## src/rtl/dolc_cfg.svh

```systemverilog
// Constants for the deserializer output and lock control block.
// Assumes a 100 MHz aclk and one serial bit sampled per aclk cycle.
`ifndef DOLC_CFG_SVH
`define DOLC_CFG_SVH

`define DOLC_WORD_W 10
`define DOLC_FRAME_LEN 12
`define DOLC_CNT_W 4
`define DOLC_LAST_BIT 4'hB
`define DOLC_HALF_BIT 4'h6
`define DOLC_LOSS_LIMIT 3'h4
`define DOLC_FIFO_DEPTH 8
`define DOLC_FIFO_LVL_W 4
`define DOLC_REF_TIMEOUT 8'h40
`define DOLC_ADDR_W 8

`define DOLC_OFF_CTRL 8'h00
`define DOLC_OFF_STATUS 8'h04
`define DOLC_OFF_WORD 8'h08

`define DOLC_CTRL_PWR_N 0
`define DOLC_CTRL_OE_N 1
`define DOLC_CTRL_EDGE 2
`define DOLC_CTRL_RESET 3'h2

`define DOLC_ST_LOCKED 0
`define DOLC_ST_FULL 1
`define DOLC_ST_OVF 2
`define DOLC_ST_LOSS 3
`define DOLC_ST_REF_OK 4
`define DOLC_ST_LVL_LSB 8

`define DOLC_RESP_OKAY 2'h0
`define DOLC_RESP_SLVERR 2'h2

`endif

```

## src/rtl/dolc_pkg.sv

```systemverilog
// Types for the deserializer output and lock control block.
// Assumes dolc_cfg.svh supplies the numeric constants.
package dolc_pkg;

  typedef enum logic [1:0] {
    DOLC_ST_DOWN = 2'b00,
    DOLC_ST_HUNT = 2'b01,
    DOLC_ST_CHECK = 2'b10,
    DOLC_ST_LOCK = 2'b11
  } dolc_state_t;

  typedef logic [9:0] dolc_word_t;

endpackage

```

## src/rtl/dolc_fifo_if.sv

```systemverilog
// Carrier between the word FIFO and the lock control core.
// Assumes both ends share aclk.
`timescale 1ns/100ps
`default_nettype none

interface dolc_fifo_if #(
  parameter int WIDTH = 10,
  parameter int LVL_W = 4
);
  logic push_valid;
  logic push_ready;
  logic [WIDTH-1:0] push_data;
  logic pop_valid;
  logic pop_ready;
  logic [WIDTH-1:0] pop_data;
  logic [LVL_W-1:0] level;

  modport store (
    input push_valid, push_data, pop_ready,
    output push_ready, pop_valid, pop_data, level
  );
  modport user (
    output push_valid, push_data, pop_ready,
    input push_ready, pop_valid, pop_data, level
  );
endinterface

`default_nettype wire

```

## src/rtl/dolc_top.sv

```systemverilog
// Deserializer output, lock and recovered-clock control with AXI4-Lite.
// Assumes serial bits arrive one per aclk, synchronous to aclk.
// Functional notes
// (RQ1) Edge select picks rising or falling strobe
// (RQ2) Power-down halts recovery, floats all outputs
// (RQ3) Lock indicator low when locked, else high
// (RQ4) Output enable low floats data, lock, clock
// (RQ5) Not locked floats data and recovered clock
// (RQ6) Enabled and locked drives data, clock toggles
// (RQ7) Recovered clock runs at word rate
// (RQ8) Lock indicator reports lock state continuously
// (RQ9) System supplies running local reference clock
// (RQ10) Loss declared after four bad word periods
// (RQ11) Serializer sends sync while requested
// (RQ12) One stable word per recovered clock period
//
// Chosen here: the register addresses and the AXI4-Lite register port.
`timescale 1ns/100ps
`default_nettype none
`include "dolc_cfg.svh"

module dolc_top (
  input wire logic aclk,
  input wire logic aresetn,
  input wire logic [`DOLC_ADDR_W-1:0] s_axi_awaddr,
  input wire logic s_axi_awvalid,
  output logic s_axi_awready,
  input wire logic [31:0] s_axi_wdata,
  input wire logic [3:0] s_axi_wstrb,
  input wire logic s_axi_wvalid,
  output logic s_axi_wready,
  output logic [1:0] s_axi_bresp,
  output logic s_axi_bvalid,
  input wire logic s_axi_bready,
  input wire logic [`DOLC_ADDR_W-1:0] s_axi_araddr,
  input wire logic s_axi_arvalid,
  output logic s_axi_arready,
  output logic [31:0] s_axi_rdata,
  output logic [1:0] s_axi_rresp,
  output logic s_axi_rvalid,
  input wire logic s_axi_rready,
  input wire logic serial_in_pos,
  input wire logic serial_in_neg,
  input wire logic local_reference_clock,
  output logic [`DOLC_WORD_W-1:0] parallel_word_out,
  output logic parallel_word_out_oe,
  output logic recovered_clock,
  output logic recovered_clock_oe,
  output logic lock_n,
  output logic lock_n_oe
);

  // Frame check shared by hunting, checking and locked tracking
  function automatic logic frame_ok(input logic [11:0] sh, input logic err);
    frame_ok = sh[11] && !sh[0] && !err;
  endfunction

  dolc_pkg::dolc_state_t state_q;
  logic [2:0] ctrl_q;
  logic ovf_q;
  logic loss_q;
  logic [11:0] sh_q;
  logic [11:0] sh_d;
  logic err_q;
  logic [`DOLC_CNT_W-1:0] bit_q;
  logic [2:0] bad_q;
  logic ref_prev_q;
  logic [7:0] ref_cnt_q;
  logic ref_ok;
  logic bit_val;
  logic bit_bad;
  logic frame_end;
  logic good;
  logic locked;
  logic powered;
  logic enabled;
  logic drive;
  logic strobe_pt;
  logic push_word;
  logic rclk_q;
  dolc_pkg::dolc_word_t word_q;

  dolc_fifo_if #(.WIDTH(`DOLC_WORD_W), .LVL_W(`DOLC_FIFO_LVL_W)) fif ();

  dolc_fifo #(
    .WIDTH(`DOLC_WORD_W),
    .DEPTH(`DOLC_FIFO_DEPTH),
    .LVL_W(`DOLC_FIFO_LVL_W)
  ) u_fifo (
    .aclk(aclk),
    .aresetn(aresetn),
    .port(fif.store)
  );

  assign powered = ctrl_q[`DOLC_CTRL_PWR_N];
  assign enabled = !ctrl_q[`DOLC_CTRL_OE_N];
  assign locked = (state_q == dolc_pkg::DOLC_ST_LOCK);

  // Differential pair with equal legs carries no valid bit
  assign bit_val = serial_in_pos;
  assign bit_bad = (serial_in_pos == serial_in_neg);
  assign sh_d = {sh_q[10:0], bit_val};
  assign frame_end = (bit_q == `DOLC_LAST_BIT);
  assign good = frame_ok(sh_d, err_q || bit_bad);

  // Reference clock watchdog; recovery waits for a running reference
  always_ff @(posedge aclk) begin
    if (!aresetn) begin
      ref_prev_q <= 1'b0;
      ref_cnt_q <= 8'h00;
    end else begin
      ref_prev_q <= local_reference_clock;
      if (ref_prev_q != local_reference_clock) begin
        ref_cnt_q <= 8'h00; // RQ9
      end else if (ref_cnt_q != `DOLC_REF_TIMEOUT) begin
        ref_cnt_q <= ref_cnt_q + 8'h01;
      end
    end
  end
  assign ref_ok = (ref_cnt_q != `DOLC_REF_TIMEOUT);

  // Serial shift and bit position within the word period
  always_ff @(posedge aclk) begin
    if (!aresetn || !powered) begin
      sh_q <= 12'h000;
      err_q <= 1'b0;
      bit_q <= 4'h0;
    end else begin
      sh_q <= sh_d;
      if (state_q == dolc_pkg::DOLC_ST_HUNT && good) begin
        bit_q <= 4'h0;
        err_q <= 1'b0;
      end else if (frame_end) begin
        bit_q <= 4'h0;
        err_q <= 1'b0;
      end else begin
        bit_q <= bit_q + 4'h1;
        err_q <= err_q || bit_bad;
      end
    end
  end

  // Lock state machine
  always_ff @(posedge aclk) begin
    if (!aresetn) begin
      state_q <= dolc_pkg::DOLC_ST_DOWN;
      bad_q <= 3'h0;
    end else if (!powered || !ref_ok) begin
      state_q <= dolc_pkg::DOLC_ST_DOWN; // RQ2
      bad_q <= 3'h0;
    end else begin
      case (state_q)
        dolc_pkg::DOLC_ST_DOWN: begin
          state_q <= dolc_pkg::DOLC_ST_HUNT;
        end
        dolc_pkg::DOLC_ST_HUNT: begin
          if (good) begin
            state_q <= dolc_pkg::DOLC_ST_CHECK;
          end
        end
        dolc_pkg::DOLC_ST_CHECK: begin
          if (frame_end) begin
            state_q <= good ? dolc_pkg::DOLC_ST_LOCK : dolc_pkg::DOLC_ST_HUNT;
            bad_q <= 3'h0;
          end
        end
        dolc_pkg::DOLC_ST_LOCK: begin
          if (frame_end) begin
            if (good) begin
              bad_q <= 3'h0;
            end else if (bad_q + 3'h1 == `DOLC_LOSS_LIMIT) begin
              state_q <= dolc_pkg::DOLC_ST_HUNT; // RQ10
              bad_q <= 3'h0;
            end else begin
              bad_q <= bad_q + 3'h1; // RQ10
            end
          end
        end
        default: begin
          state_q <= dolc_pkg::DOLC_ST_DOWN;
        end
      endcase
    end
  end

  // Words of bad periods still go out, as a real part would deliver them
  assign push_word = locked && frame_end;
  assign fif.push_valid = push_word;
  assign fif.push_data = sh_d[10:1];

  // Output side: strobe point sits half a period from data change
  assign drive = powered && enabled && locked;
  assign strobe_pt = ctrl_q[`DOLC_CTRL_EDGE] ? (bit_q == `DOLC_HALF_BIT)
                                             : (bit_q == 4'h0); // RQ1
  assign fif.pop_ready = drive && strobe_pt; // RQ12

  always_ff @(posedge aclk) begin
    if (!aresetn) begin
      word_q <= 10'h000;
    end else if (fif.pop_valid && fif.pop_ready) begin
      word_q <= fif.pop_data; // RQ12
    end
  end

  always_ff @(posedge aclk) begin
    if (!aresetn || !drive) begin
      rclk_q <= 1'b0; // RQ6
    end else begin
      rclk_q <= (bit_q < `DOLC_HALF_BIT); // RQ7
    end
  end

  assign parallel_word_out = word_q;
  assign recovered_clock = rclk_q;
  assign parallel_word_out_oe = drive; // RQ4 RQ5
  assign recovered_clock_oe = drive; // RQ5 RQ6
  assign lock_n = !locked; // RQ3
  assign lock_n_oe = powered && enabled; // RQ2 RQ8

  // Sticky status events; an event wins over a same-cycle clear
  logic wr_go;
  logic st_clr;
  assign s_axi_awready = s_axi_awvalid && s_axi_wvalid && !s_axi_bvalid;
  assign s_axi_wready = s_axi_awready;
  assign wr_go = s_axi_awready;
  assign st_clr = wr_go && s_axi_wstrb[0] &&
                  (s_axi_awaddr == `DOLC_OFF_STATUS);

  always_ff @(posedge aclk) begin
    if (!aresetn) begin
      ovf_q <= 1'b0;
    end else if (push_word && !fif.push_ready) begin
      ovf_q <= 1'b1;
    end else if (st_clr && s_axi_wdata[`DOLC_ST_OVF]) begin
      ovf_q <= 1'b0;
    end
  end

  always_ff @(posedge aclk) begin
    if (!aresetn) begin
      loss_q <= 1'b0;
    end else if (locked && frame_end && !good &&
                 bad_q + 3'h1 == `DOLC_LOSS_LIMIT) begin
      loss_q <= 1'b1;
    end else if (st_clr && s_axi_wdata[`DOLC_ST_LOSS]) begin
      loss_q <= 1'b0;
    end
  end

  // Control register; power-down doubles as the core reset
  always_ff @(posedge aclk) begin
    if (!aresetn) begin
      ctrl_q <= `DOLC_CTRL_RESET;
    end else if (wr_go && s_axi_wstrb[0] &&
                 s_axi_awaddr == `DOLC_OFF_CTRL) begin
      ctrl_q <= s_axi_wdata[2:0];
    end
  end

  always_ff @(posedge aclk) begin
    if (!aresetn) begin
      s_axi_bvalid <= 1'b0;
      s_axi_bresp <= `DOLC_RESP_OKAY;
    end else if (wr_go) begin
      s_axi_bvalid <= 1'b1;
      s_axi_bresp <= (s_axi_awaddr == `DOLC_OFF_CTRL ||
                      s_axi_awaddr == `DOLC_OFF_STATUS) ?
                     `DOLC_RESP_OKAY : `DOLC_RESP_SLVERR;
    end else if (s_axi_bready) begin
      s_axi_bvalid <= 1'b0;
    end
  end

  // Read side
  logic [31:0] rd_val;
  logic rd_hit;
  always_comb begin
    rd_val = 32'h0000_0000;
    rd_hit = 1'b1;
    case (s_axi_araddr)
      `DOLC_OFF_CTRL: begin
        rd_val[2:0] = ctrl_q;
      end
      `DOLC_OFF_STATUS: begin
        rd_val[`DOLC_ST_LOCKED] = locked;
        rd_val[`DOLC_ST_FULL] = !fif.push_ready;
        rd_val[`DOLC_ST_OVF] = ovf_q;
        rd_val[`DOLC_ST_LOSS] = loss_q;
        rd_val[`DOLC_ST_REF_OK] = ref_ok;
        rd_val[`DOLC_ST_LVL_LSB +: `DOLC_FIFO_LVL_W] = fif.level;
      end
      `DOLC_OFF_WORD: begin
        rd_val[`DOLC_WORD_W-1:0] = word_q;
      end
      default: begin
        rd_hit = 1'b0;
      end
    endcase
  end

  assign s_axi_arready = !s_axi_rvalid;

  always_ff @(posedge aclk) begin
    if (!aresetn) begin
      s_axi_rvalid <= 1'b0;
      s_axi_rdata <= 32'h0000_0000;
      s_axi_rresp <= `DOLC_RESP_OKAY;
    end else if (s_axi_arvalid && s_axi_arready) begin
      s_axi_rvalid <= 1'b1;
      s_axi_rdata <= rd_val;
      s_axi_rresp <= rd_hit ? `DOLC_RESP_OKAY : `DOLC_RESP_SLVERR;
    end else if (s_axi_rready) begin
      s_axi_rvalid <= 1'b0;
    end
  end

endmodule

`default_nettype wire

```

## src/rtl/dolc_fifo.sv

```systemverilog
// Synchronous word FIFO with valid/ready on both sides.
// Assumes a single clock and a synchronous active-low reset.
`timescale 1ns/100ps
`default_nettype none

module dolc_fifo #(
  parameter int WIDTH = 10,
  parameter int DEPTH = 8,
  parameter int LVL_W = 4
) (
  input wire logic aclk,
  input wire logic aresetn,
  dolc_fifo_if.store port
);
  localparam int PTR_W = $clog2(DEPTH);

  logic [WIDTH-1:0] mem_q [DEPTH];
  logic [PTR_W-1:0] wr_q;
  logic [PTR_W-1:0] rd_q;
  logic [LVL_W-1:0] cnt_q;
  logic do_push;
  logic do_pop;

  assign port.push_ready = (cnt_q != LVL_W'(DEPTH));
  assign port.pop_valid = (cnt_q != '0);
  assign port.pop_data = mem_q[rd_q];
  assign port.level = cnt_q;
  assign do_push = port.push_valid && port.push_ready;
  assign do_pop = port.pop_valid && port.pop_ready;

  always_ff @(posedge aclk) begin
    if (do_push) begin
      mem_q[wr_q] <= port.push_data;
    end
  end

  always_ff @(posedge aclk) begin
    if (!aresetn) begin
      wr_q <= '0;
      rd_q <= '0;
    end else begin
      if (do_push) begin
        wr_q <= (wr_q == PTR_W'(DEPTH - 1)) ? '0 : wr_q + 1'b1;
      end
      if (do_pop) begin
        rd_q <= (rd_q == PTR_W'(DEPTH - 1)) ? '0 : rd_q + 1'b1;
      end
    end
  end

  always_ff @(posedge aclk) begin
    if (!aresetn) begin
      cnt_q <= '0;
    end else if (do_push && !do_pop) begin
      cnt_q <= cnt_q + 1'b1;
    end else if (do_pop && !do_push) begin
      cnt_q <= cnt_q - 1'b1;
    end
  end
endmodule

`default_nettype wire

```

## config.mk

```make
export PLATFORM = sky130hd
export DESIGN_NAME = dolc_top
export DESIGN_NICKNAME = d
export VERILOG_FILES = /design/src/rtl/dolc_pkg.sv /design/src/rtl/dolc_fifo_if.sv /design/src/rtl/dolc_top.sv /design/src/rtl/dolc_fifo.sv
export VERILOG_INCLUDE_DIRS = /design/src /design/src/rtl
export SDC_FILE = /design/constraint.sdc
export NUM_CORES = 1
export LEC_CHECK = 0
export BUFFER_PORTS_ARGS = -buffer_cell sky130_fd_sc_hd__buf_4
export CAP_MARGIN = 20
export CORE_MARGIN = 4
export CORE_UTILIZATION = 50
export CTS_CLUSTER_SIZE = 16
export DETAILED_ROUTE_END_ITERATION = 12
export PLACE_DENSITY_LB_ADDON = 0.1
export SYNTH_ARGS = -nofsm -noshare
export SYNTH_HDL_FRONTEND = slang
export SYNTH_SLANG_ARGS = --single-unit
```

## constraint.sdc

```tcl
create_clock -name aclk -period 2.8 [get_ports aclk]
set_input_delay 0.42 -clock aclk [delete_from_list [all_inputs] [get_ports aclk]]
set_output_delay 0.42 -clock aclk [all_outputs]
set_load 0.01 [all_outputs]
```

; After elaboration in Yosys (flattened, before gate mapping)
; Memory sizes are Yosys's and may differ from the RTL's. A register that Yosys moved wholly into a read port is not among the register bits.
; Index checks and enable logic that the tools add are counted.
[classes]
addsub = 7
order_cmp = 1
eq_ne = 20
mux = 35
bitwise = 1
n_reduce_logical = 59
[ops]
columns = op, n
row1 = $logic_and 1x1->1, 22
row2 = $mux 3, 7
row3 = $mux 2, 9
row4 = $eq 8x3->1 const B, 2
row5 = $logic_not 8->1, 2
row6 = $logic_not 1->1, 15
row7 = $mux 1, 12
row8 = $reduce_bool 2->1, 6
row9 = $add 3x1->3 const B, 3
row10 = $eq 3x3->1 const B, 3
row11 = $pmux 3 s3, 1
row12 = $add 4x1->4 const B, 2
row13 = $add 8x1->8 const B, 1
row14 = $eq 8x4->1 const B, 1
row15 = $mux 4, 2
row16 = $ne 2x2->1 const B, 4
row17 = $ne 8x7->1 const B, 1
row18 = $pmux 2 s2, 2
row19 = $pmux 2 s4, 1
row20 = $pmux 3 s2, 1
row21 = $reduce_or 3->1, 2
row22 = $logic_or 1x1->1, 5
row23 = $reduce_and 5->1, 1
row24 = $eq 2x2->1 const B, 2
row25 = other kinds (15), 16
[word_totals]
ff_bits = 64
mem_bits_rw = 80
in_bits = 62
out_inout_bits = 56
wordCells = 143
n_memories = 1
[mem_list]
columns = memory, depth, width, rd, rd_clocked_by_memory_dff, write_ports, line_no
row1 = u_fifo.mem_q, 8, 10, 1, 1, 1, dolc_fifo.sv:17  ; logic [WIDTH-1:0] mem_q [DEPTH];

; Depth between registers and ports, before layout
; Gate-level depths: netlist of the first run.
[logic_depth]
ltp_word = 8
mapped_depth = 14
depth_no_buf = 13

; By module
; Synthesis of the first run repeated with hierarchy kept, for this count alone.
[unflattened]
cells_unflattened = 505
area_unflattened_um2 = 6670.1
[by_module_without_submodules]
columns = mod, instances, cells_each, area_per_inst_um2, seq_area_each_um2
row1 = dolc_fifo, 1, 190, 3768.6, 2662.6
row2 = dolc_top, 1, 315, 2901.5, 1241.2

; Worst setup path after synthesis of the first run
; OpenSTA, ideal clock, no wires.
[synth_path]
kind = register -> register
startpoint = reg state_q[0]
endpoint = reg u_fifo.cnt_q[3] (netlist: u_fifo.port.level[3])
setup_ns = 0.072
arrival_time_ns = 2.750
required_time_ns = 2.728
path_slack_ns = -0.022
path_stages_with_launch = 14
n_path_buf = 1
synth_period_minus_slack_ns = 2.822
cell_sequence = dfxtp_1 -> ha_1 -> and4bb_2 -> o21ai_0 -> nor2_1 -> clkbuf_1 -> inv_1 -> ha_1 -> inv_1 -> ha_1 -> a21o_1 -> a21oi_1 -> mux2i_1 -> mux2i_1
[synth_via]
elab_chain_cells = 7
elab_cells_between_ends = 12
classes_between = 1 x eq/ne / 1 x mux / 10 x reduce/logical
[synth_rtl]
columns = item, line_no
row1 = from (decl), dolc_top.sv:58  ; dolc_pkg::dolc_state_t state_q;
row2 = from (signal assigned), dolc_top.sv:146  ; state_q <= dolc_pkg::DOLC_ST_DOWN;
row3 = from (signal assigned), dolc_top.sv:149  ; state_q <= dolc_pkg::DOLC_ST_DOWN;
row4 = from (signal assigned), dolc_top.sv:154  ; state_q <= dolc_pkg::DOLC_ST_HUNT;
row5 = $eq 2x2->1 *, dolc_top.sv:97  ; assign locked = (state_q == dolc_pkg::DOLC_ST_LOCK);
row6 = $logic_and 1x1->1, dolc_top.sv:192  ; assign drive = powered && enabled && locked;
row7 = $logic_and 1x1->1, dolc_top.sv:195  ; assign fif.pop_ready = drive && strobe_pt;
row8 = $logic_and 1x1->1, dolc_fifo.sv:29  ; assign do_pop = port.pop_valid && port.pop_ready;
row9 = $logic_not 1->1, dolc_fifo.sv:54  ; end else if (do_push && !do_pop) begin
row10 = $logic_and 1x1->1, dolc_fifo.sv:54
row11 = $mux 4 / $reduce_bool 2->1 (equally long branches), -
row12 = to (signal assigned), dolc_fifo.sv:55  ; cnt_q <= cnt_q + 1'b1;
row13 = to (signal assigned), dolc_fifo.sv:57  ; cnt_q <= cnt_q - 1'b1;
row14 = to (decl), dolc_fifo.sv:20  ; logic [LVL_W-1:0] cnt_q;
; Every way passes the cells marked *; elsewhere a longest branch is shown, timed or not.
; A chain may end at the register's enable or synchronous reset.

; Worst setup path in the final report of the first run
[layout_path]
startpoint = reg u_fifo.cnt_q[2] (netlist: u_fifo.port.level[2])
endpoint = reg u_fifo.cnt_q[3] (netlist: u_fifo.port.level[3])
[layout_via]
elab_chain_cells = 5
elab_cells_between_ends = 13
classes_between = 2 x add/sub / 1 x eq/ne / 2 x mux / 8 x reduce/logical
[layout_rtl]
columns = item, line_no
row1 = $ne 4x4->1 *, dolc_fifo.sv:24  ; assign port.push_ready = (cnt_q != LVL_W'(DEPTH));
row2 = $logic_and 1x1->1 *, dolc_fifo.sv:28  ; assign do_push = port.push_valid && port.push_ready;
row3 = net u_fifo.do_push, dolc_fifo.sv:21  ; logic do_push;
row4 = $logic_not 1->1, dolc_fifo.sv:56  ; end else if (do_pop && !do_push) begin
row5 = $logic_and 1x1->1, dolc_fifo.sv:56
row6 = $reduce_bool 2->1 (no source line), -
; The timed path passes the listed nets; every way through them passes the cells marked *. The select of a mux whose other input is x is not followed.

==> results.md, run 1 <==
* Seq/Total Area, Yosys at 59.6%
* # clock sinks at 152
* Final hold viol count at 0
* Reg2Reg Setup Slack at 0.22 ns
* DR DRC count at 0
* VDD IR max at 0.521 mV
* DP Worst Slack at 0.156 ns
* Tightest Pin Transition at 1.04 ns
* Status: complete, no violations
* Worst-Skew Late Latency at 0.42 ns
* Power, Total at 4.65 mW
* Worst slew margin at 30.5%
* Post-synth EDFFs at 80
* Maximum clock path buffer count at 2
* Synth unique cells at 51
* Tot GR Track Use at 18.5%
* Max-slew violations at 0
* RSZ-0062 raised after global routing: no
* First-pass GRT wire length at 20600 um
* Ant diodes at 0
* CP endpoint kind: flop
* Syn avg cell area at 12.9 sq um
* Die Area at 14800 sq um
* WP data required at 3.15 ns
* Clock edge transition at the registers on the reported setup and hold paths at 0.07 ns
* CTS buffer count at 17
* Final period util at 92.2%
* Via/cell ratio at 5.36
* Die Wd at 122 um
* Async SR Flop Fraction at 0%
* # IOs at 118
* Startpoint type of the worst setup path: flop
* Area occupied by multi-input gates at 2370 sq um
* Hold Path End: ctrl_q[1]
* Layout cell share with drive strength beyond 1 at 24.6%
* Syn Inst Count at 499
* Pwr/cell area at 602 nW/um^2
* Worst Path Arrival at 2.93 ns
* CTS tree: built
* Initial antenna violation count at 0
* DRT iter0 DRCs at 274
* Post-DRT Antenna Nets at 0
* Fin worst setup slack at 0.218 ns
* Setup CP Type: flop to flop
* Register area at 3840 sq um
* H-tree depth at 4
* Worst R2R Start: u_fifo.port.level[2]
* FP Rows at 41
* Cts hold-fix bufs at 0
* Ys flop type: edfxtp_1
* Fin nets at 661
* Grt total ovfl at 0
* R2r endpoint: u_fifo.port.level[3]
* Hold slack at 0.225 ns
* # setup viols final at 0
* Final wirelength at 13100 um
* RD Place Congestion at 0.800
* WL/cell at 17.1 um
* Vias in the first global route at 3929
* Hold Path Depth at 3
* Skew final at 0.0135 ns
* Cts repair resizes at 0
* Post-CTS Repair Setup Buffers at 0
* Post-synthesis register bit count at 152
* Initial Util at 51.1%
* I/O Buffers at 64
* Hold crit path type: input port to flop
* Largest net degree at the start of global routing at 33
* Height of the die at 122 um
* Drt first pass iters at 4
* Hold Path Origin: s_axi_wdata[1]
* Synth warn at 0
* Fillers at 1017
* Core Footprint at 12600 sq um
* Fin util at 61.2%
* Syn-to-layout area delta at 19.7%
* Path depth of the worst reg2reg path at 10
* DP Wirelength at 8850 um
* Fin Setup TNS at 0 ns
* P_leak at 2.68 nW
* Most frequent cells in the layout: buf_4 (82), edfxtp_1 (80), dfxtp_1 (72), nor2_1 (43), a21oi_1 (28)
* Crit path max fanout at 6
* Commonest non-fill, non-tap cell in the layout: buf_4
* Number of max-cap violations at 0
* Clk root buf: clkbuf_16
* Minimum clock period at 2.58 ns
* Vias at 4098
* Post-Syn Area at 6450 sq um
* Max frequency at 0.387 GHz
==> cell families (layout without fill, tap and decap cells) <==
kind of cell | Yosys count | in the layout | synth area share, %
DFF | 152 | 152 | 59.6
other | 1 | 22 | 0.0581
AOI/OAI and AO/OA | 74 | 74 | 7.47
buffers and inverters | 59 | 132 | 4.95
xor gates and xnor gates | 14 | 14 | 1.90
and+or+nand+nor | 139 | 139 | 12.0
muxes | 41 | 41 | 10.2
adders and majority gates | 19 | 19 | 3.80
==> metal layers <==
metal / track usage [%] / up-vias / part of all wire (%)
met5: 0 / - / 0
met4: 6.16 / 0 / 1.5
met3: 5.29 / 18 / 6.1
met2: 29.5 / 127 / 48
met1: 24.6 / 1978 / 45
li1: - / 1975 / -
==> cell type report <==
| type | instances | share of cell area [%] |
|---|---|---|
| multi-input cells | 309 | 30.7 |
| clock buffers | 20 | 6.06 |
| clock inverters | 12 | 1.30 |
| repair buffers | 84 | 8.59 |
| well taps | 172 | 2.79 |
| inverters | 16 | 0.778 |
| flip-flops and latches | 152 | 49.8 |
==> metrics by stage <==
stage | std cells | area, sq um
6_report | 765 | 7720
5_1_grt | 765 | 7720
4_1_cts | 764 | 7690
3_5_place_dp | 732 | 7130
3_3_place_gp | 732 | 7130
2_1_floorplan | 520 | 6530
==> cell usage after synthesis, types with 2 or more instances <==
master,instances,share of area (%)
a22oi_1,3,0.35
or3_1,2,0.19
o22ai_1,3,0.29
nand2b_1,6,0.58
dfxtp_1,72,22
nor2b_1,2,0.19
ha_1,18,3.5
and2_1,3,0.29
inv_1,16,0.93
nor4_4,2,0.66
nand4b_1,2,0.27
mux2i_1,21,3.3
or4_4,2,0.35
xnor2_1,7,0.95
and4bb_2,2,0.39
buf_4,26,3.0
edfxtp_1,80,37
mux4_2,20,7.0
and3_1,16,1.6
or4_1,2,0.23
nand2_1,20,1.2
xor2_1,7,0.95
o21ai_0,12,0.93
nand3_1,15,1.2
a21oi_1,28,2.2
a221oi_1,4,0.54
nor2_1,43,2.5
o21a_1,5,0.58
nor3_1,9,0.70
nor3b_1,2,0.23
clkbuf_1,16,0.93
nor4_1,4,0.39
a211oi_1,10,1.2
a31oi_1,2,0.19
==> sequential cells by signal, indices dropped and copies added (netlist names), 2 cells and up <==
signal,count
sh_q,11
bad_q,3
ctrl_q,3
ref_cnt_q,8
s_axi_rdata,12
parallel_word_out,10
state_q,2
u_fifo.mem_q,80
bit_q,4
u_fifo.rd_q,3
u_fifo.wr_q,3
u_fifo.port.level,4
==> worst max-delay path, cell delays in order, from the launching register on <==
cell and delay, ns:
dfxtp_1 0.37, or4b_4 0.54, nand3_1 0.15, inv_1 0.09
ha_1 0.20, inv_1 0.13, ha_1 0.25, a21o_1 0.17
a21oi_1 0.17, mux2i_1 0.23, mux2i_1 0.19
==> worst max path at each step <==
| stage | slack [ns] | startpoint | cells after the start | to |
|---|---|---|---|---|
| 2_1_floorplan | 0.08 | state_q[0] | 13 | u_fifo.port.level[3] |
| 3_3_place_gp | 0.21 | bit_q[0] | 13 | u_fifo.port.level[3] |
| 3_5_place_dp | 0.16 | bit_q[0] | 13 | u_fifo.port.level[3] |
| 4_1_cts | 0.13 | bit_q[0] | 13 | u_fifo.port.level[3] |
| 5_1_grt | 0.04 | state_q[0] | 12 | u_fifo.port.level[3] |
| 6_report | 0.22 | u_fifo.port.level[2] | 10 | u_fifo.port.level[3] |
==> where the power goes <==
| group | leakage [nW] | internal (mW) | switching, mW |
|---|---|---|---|
| sequential | 1.13 | 2.33 | 0.00815 |
| clock | 0.285 | 1.24 | 0.932 |
| combinational | 1.26 | 0.0625 | 0.0806 |
| total | 2.68 | 3.63 | 1.02 |
No activity file was read; power rests on OpenSTA's default activity.
==> run 2: changes to the inputs <==
--- a/config.mk
+++ b/config.mk
@@ -6,10 +6,11 @@
 export SDC_FILE = /design/constraint.sdc
 export NUM_CORES = 1
 export LEC_CHECK = 0
+export ABC_AREA = 1
 export BUFFER_PORTS_ARGS = -buffer_cell sky130_fd_sc_hd__buf_4
 export CAP_MARGIN = 20
 export CORE_MARGIN = 4
-export CORE_UTILIZATION = 50
+export CORE_UTILIZATION = 51
 export CTS_CLUSTER_SIZE = 16
 export DETAILED_ROUTE_END_ITERATION = 12
 export PLACE_DENSITY_LB_ADDON = 0.1
==> run 2 against run 1 <==
Against the previous run: critical path depth up 3; via count up 21%; die area up 2.5%; critical path type unchanged; combinational power up 3%; design area up 3.2%; critical endpoint unchanged; global-route usage up 0.64 points.
==> results.md, run 2 <==
* Status: complete, no violations
* Hold Path End: ref_prev_q
* WL/cell at 13.8 um (-19%)
* Post-DRT Antenna Nets at 0 (unchanged)
* RSZ-0062 raised after global routing: no
* Most used cell along the critical path: ha_1
* Post-synth EDFFs at 80 (unchanged)
* Internal cell power at 3.91 mW (+7.7%)
* Fillers at 1081 (+6.3%)
* Via/cell ratio at 4.96 (-7.4%)
* DRT iter0 DRCs at 341 (+24%)
* Final hold viol count at 0 (unchanged)
* Synth unique cells at 38 (-25%)
* Syn-to-layout area delta at 17.9%
* Skew final at 0.00644 ns (-0.00703 ns)
* Slowest stage delay, CP at 0.38 ns (-0.16 ns)
* RD Place Congestion at 0.788 (-1.4%)
* Post-synthesis register bit count at 152 (unchanged)
* Worst Path Arrival at 2.60 ns (-0.33 ns)
* Commonest non-fill, non-tap cell in the layout: nand2_1
* Pwr/cell area at 610 nW/um^2 (+1.2%)
* Hold Path Depth at 3 (unchanged)
* Psw at 947 uW (-7.3%)
* Post-synth top cells: nand2_1 (136), nor2_1 (123), edfxtp_1 (80), dfxtp_1 (72), inv_1 (65)
* Ant diodes at 0 (unchanged)
* Drt first pass iters at 5 (+1)
* Initial Util at 52.9% (+1.8 points)
* Cts hold-fix bufs at 0 (unchanged)
* Worst R2R Start: state_q[0]
* Final wirelength at 13800 um (+5.6%)
* Post-Syn Area at 6760 sq um (+4.8%)
* Hold slack at 0.199 ns (-0.0257 ns)
* Area leader, netlist: edfxtp_1
* Final period util at 83.3% (-9.0 points)
* Largest net degree at the start of global routing at 42 (+27%)
* Grt total ovfl at 0 (unchanged)
* Core Footprint at 12800 sq um (+1.2%)
* Die Wd at 123 um (+1.3%)
* Most frequent cells in the layout: nand2_1 (136), nor2_1 (123), buf_4 (80), edfxtp_1 (80), dfxtp_1 (72)
* Reg2Reg Setup Slack at 0.47 ns (+0.25 ns)
* Synth warn at 0 (unchanged)
* Layout cell share with drive strength beyond 1 at 16.9% (-7.7 points)
* Register area at 3840 sq um (unchanged)
* R2r endpoint: u_fifo.port.level[3]
* Maximum clock path buffer count at 2 (unchanged)
* Max FFs per register at 80 (unchanged)
* Ys flop type: edfxtp_1
* Path depth of the worst reg2reg path at 13 (+3)
* Sw frac at 19.5% (-2.5 points)
* Seq/Total Area, Yosys at 56.9% (-2.7 points)
* Async SR Flop Fraction at 0% (unchanged)
* Max frequency at 0.429 GHz (+11%)
* # clock sinks at 152 (unchanged)
* Hold Path Origin: local_reference_clock
* DR DRC count at 0 (unchanged)
* Vias in the first global route at 4548 (+16%)
* # IOs at 118 (unchanged)
* Biggest register: u_fifo.mem_q
* Tot GR Track Use at 19.2% (+0.64 points)
* VDD IR max at 0.441 mV (-15%)
* FP Rows at 41 (unchanged)
* Slowest cell on the critical path: dfxtp_1
* Minimum clock period at 2.33 ns (-0.251 ns)
* Gate power share at 3.0% (about the same)
* Crit path max fanout at 7 (+1)
* Max-slew violations at 0 (unchanged)
* Vias at 4962 (+21%)
* Hold crit path type: input port to flop
* Height of the die at 123 um (+1.3%)
* P_leak at 3.02 nW (+13%)
* Syn Inst Count at 742 (+49%)
* Fin Setup TNS at 0 ns (unchanged)
* DP Wirelength at 9630 um (+8.8%)
* Post-CTS Repair Setup Buffers at 0 (unchanged)
* Most common cell in the netlist: nand2_1
* Top-area cell type share of the netlist area at 35.5% (-1.7 points)
* CP endpoint kind: flop
* Ranking of synthesized cells by area: edfxtp_1 (36%), dfxtp_1 (21%), nand2_1 (7.6%)
* Setup CP Type: flop to flop
* Worst-Skew Late Latency at 0.42 ns (about the same)
* CTS buffer count at 17 (unchanged)
* I/O Buffers at 64 (unchanged)
* Largest regs: u_fifo.mem_q x80, s_axi_rdata x12, sh_q x11
* Tightest Pin Transition at 0.809 ns (-0.232 ns)
* Fin nets at 896 (+36%)
* Die Area at 15200 sq um (+2.5%)
* Clk root buf: clkbuf_16
* Seq pwr share at 48.3% (-2.0 points)
* WP data required at 3.06 ns (-0.09 ns)
* Syn avg cell area at 9.11 sq um (-30%)
* Number of max-cap violations at 0 (unchanged)
* Clock edge transition at the registers on the reported setup and hold paths at 0.06 ns (about the same)
* # setup viols final at 0 (unchanged)
* First-pass GRT wire length at 22000 um (+6.6%)
* Fin util at 62.4% (+1.2 points)
* Area occupied by multi-input gates at 2410 sq um (+1.5%)
* Worst slew margin at 46.0% (+15 points)
* H-tree depth at 4 (unchanged)
* Clock group share of total power at 48.6% (+2.0 points)
* Critical Path, Cell by Cell: ha_1, inv_2, nor2_4, nand2_2, inv_1, ha_1, inv_1, ha_1, a21oi_1, nand2_1, xor2_1, nand2_1, a21oi_1
* Cts repair resizes at 0 (unchanged)
* Startpoint type of the worst setup path: flop
* CTS tree: built
* Initial antenna violation count at 0 (unchanged)
==> run 2: changes by cell type in the layout (fill, tap and decap cells not counted), sizes merged, moves of 6 or more <==
| cell | before | now |
|---|---|---|
| inv | 26 | 73 |
| nand2b | 6 | 0 |
| o21ai | 12 | 49 |
| clkinv | 2 | 8 |
| mux2i | 21 | 0 |
| a211oi | 10 | 1 |
| nor2 | 43 | 131 |
| mux4 | 20 | 0 |
| nand3 | 15 | 60 |
| a21oi | 28 | 45 |
| and3 | 16 | 1 |
| nand2 | 20 | 139 |
==> run 2: final cells by class <==
cell class,count,area share (%)
sequential,152,48.2
multi-input combinational,490,30.2
clock inverter,13,2.23
inverter,74,3.50
clock buffer,19,5.56
tap,172,2.70
timing repair buffer,80,7.54
==> run 2: per-layer routing <==
layer / share of wire [%] / global-route usage (%) / vias to the layer above / wire, um
met2: 48 / 30.6 / 116 / 6560
met4: 2.6 / 8.51 / 0 / 364
met5: 0 / 0 / - / 0
met1: 44 / 25.0 / 2287 / 6090
li1: - / - / 2534 / -
met3: 5.6 / 4.53 / 25 / 776
==> run 2: power by group through the flow <==
stage | clock (mW) | sequential [mW] | combinational [mW]
detailed placement | 0 | 2.40 | 0.149
finish | 2.36 | 2.35 | 0.148
CTS | 2.40 | 2.35 | 0.150
floorplan | 0 | 2.40 | 0.0969
global placement | 0 | 2.39 | 0.145
global route | 2.51 | 2.35 | 0.167
==> run 2: cells by family (layout without fill, tap and decap cells) <==
| logic type | after synthesis | count (layout) | synth area share (%) |
|---|---|---|---|
| and+or+nand+nor | 343 | 343 | 22.3 |
| DFF | 152 | 152 | 56.9 |
| buffers and inverters | 121 | 186 | 8.66 |
| AOI/OAI and AO/OA | 97 | 97 | 7.30 |
| adders and majority gates | 19 | 19 | 3.63 |
| xor gates and xnor gates | 9 | 9 | 1.17 |
| other | 1 | 22 | 0.0555 |
==> run 2: worst max path at each step <==
| stage | from | endpoint | slack [ns] | cells past startpoint |
|---|---|---|---|---|
| floorplan | state_q[0] | u_fifo.port.level[3] | 0.56 | 13 |
| CTS | state_q[0] | u_fifo.port.level[3] | 0.46 | 13 |
| global route | bit_q[0] | u_fifo.port.level[3] | 0.31 | 13 |
| finish | state_q[0] | u_fifo.port.level[3] | 0.47 | 13 |
| global placement | state_q[0] | u_fifo.port.level[3] | 0.49 | 13 |
| detailed placement | state_q[0] | u_fifo.port.level[3] | 0.47 | 13 |
==> run 2: critical path: cells and delay by family, from the launching register on <==
| family | cells | cell delay (ns) |
|---|---|---|
| AO/OA/AOI/OAI | 2 | 0.20 |
| buffers and inverters | 3 | 0.28 |
| AND/OR/NAND/NOR | 4 | 0.38 |
| XOR/XNOR | 1 | 0.14 |
| flip-flops | 1 | 0.38 |
| adder cells (fa/ha/maj) | 3 | 0.80 |
==> run 2: through the flow <==
step	power (mW)	std cells	setup WS, ns	instance area, sq um
final	4.86	1000	0.469	7970
after global routing	5.03	1000	0.306	7970
after CTS	4.90	1000	0.463	7970
after detailed placement	2.54	968	0.470	7350
after global placement	2.54	968	0.487	7350
after floorplan	2.50	763	0.563	6840
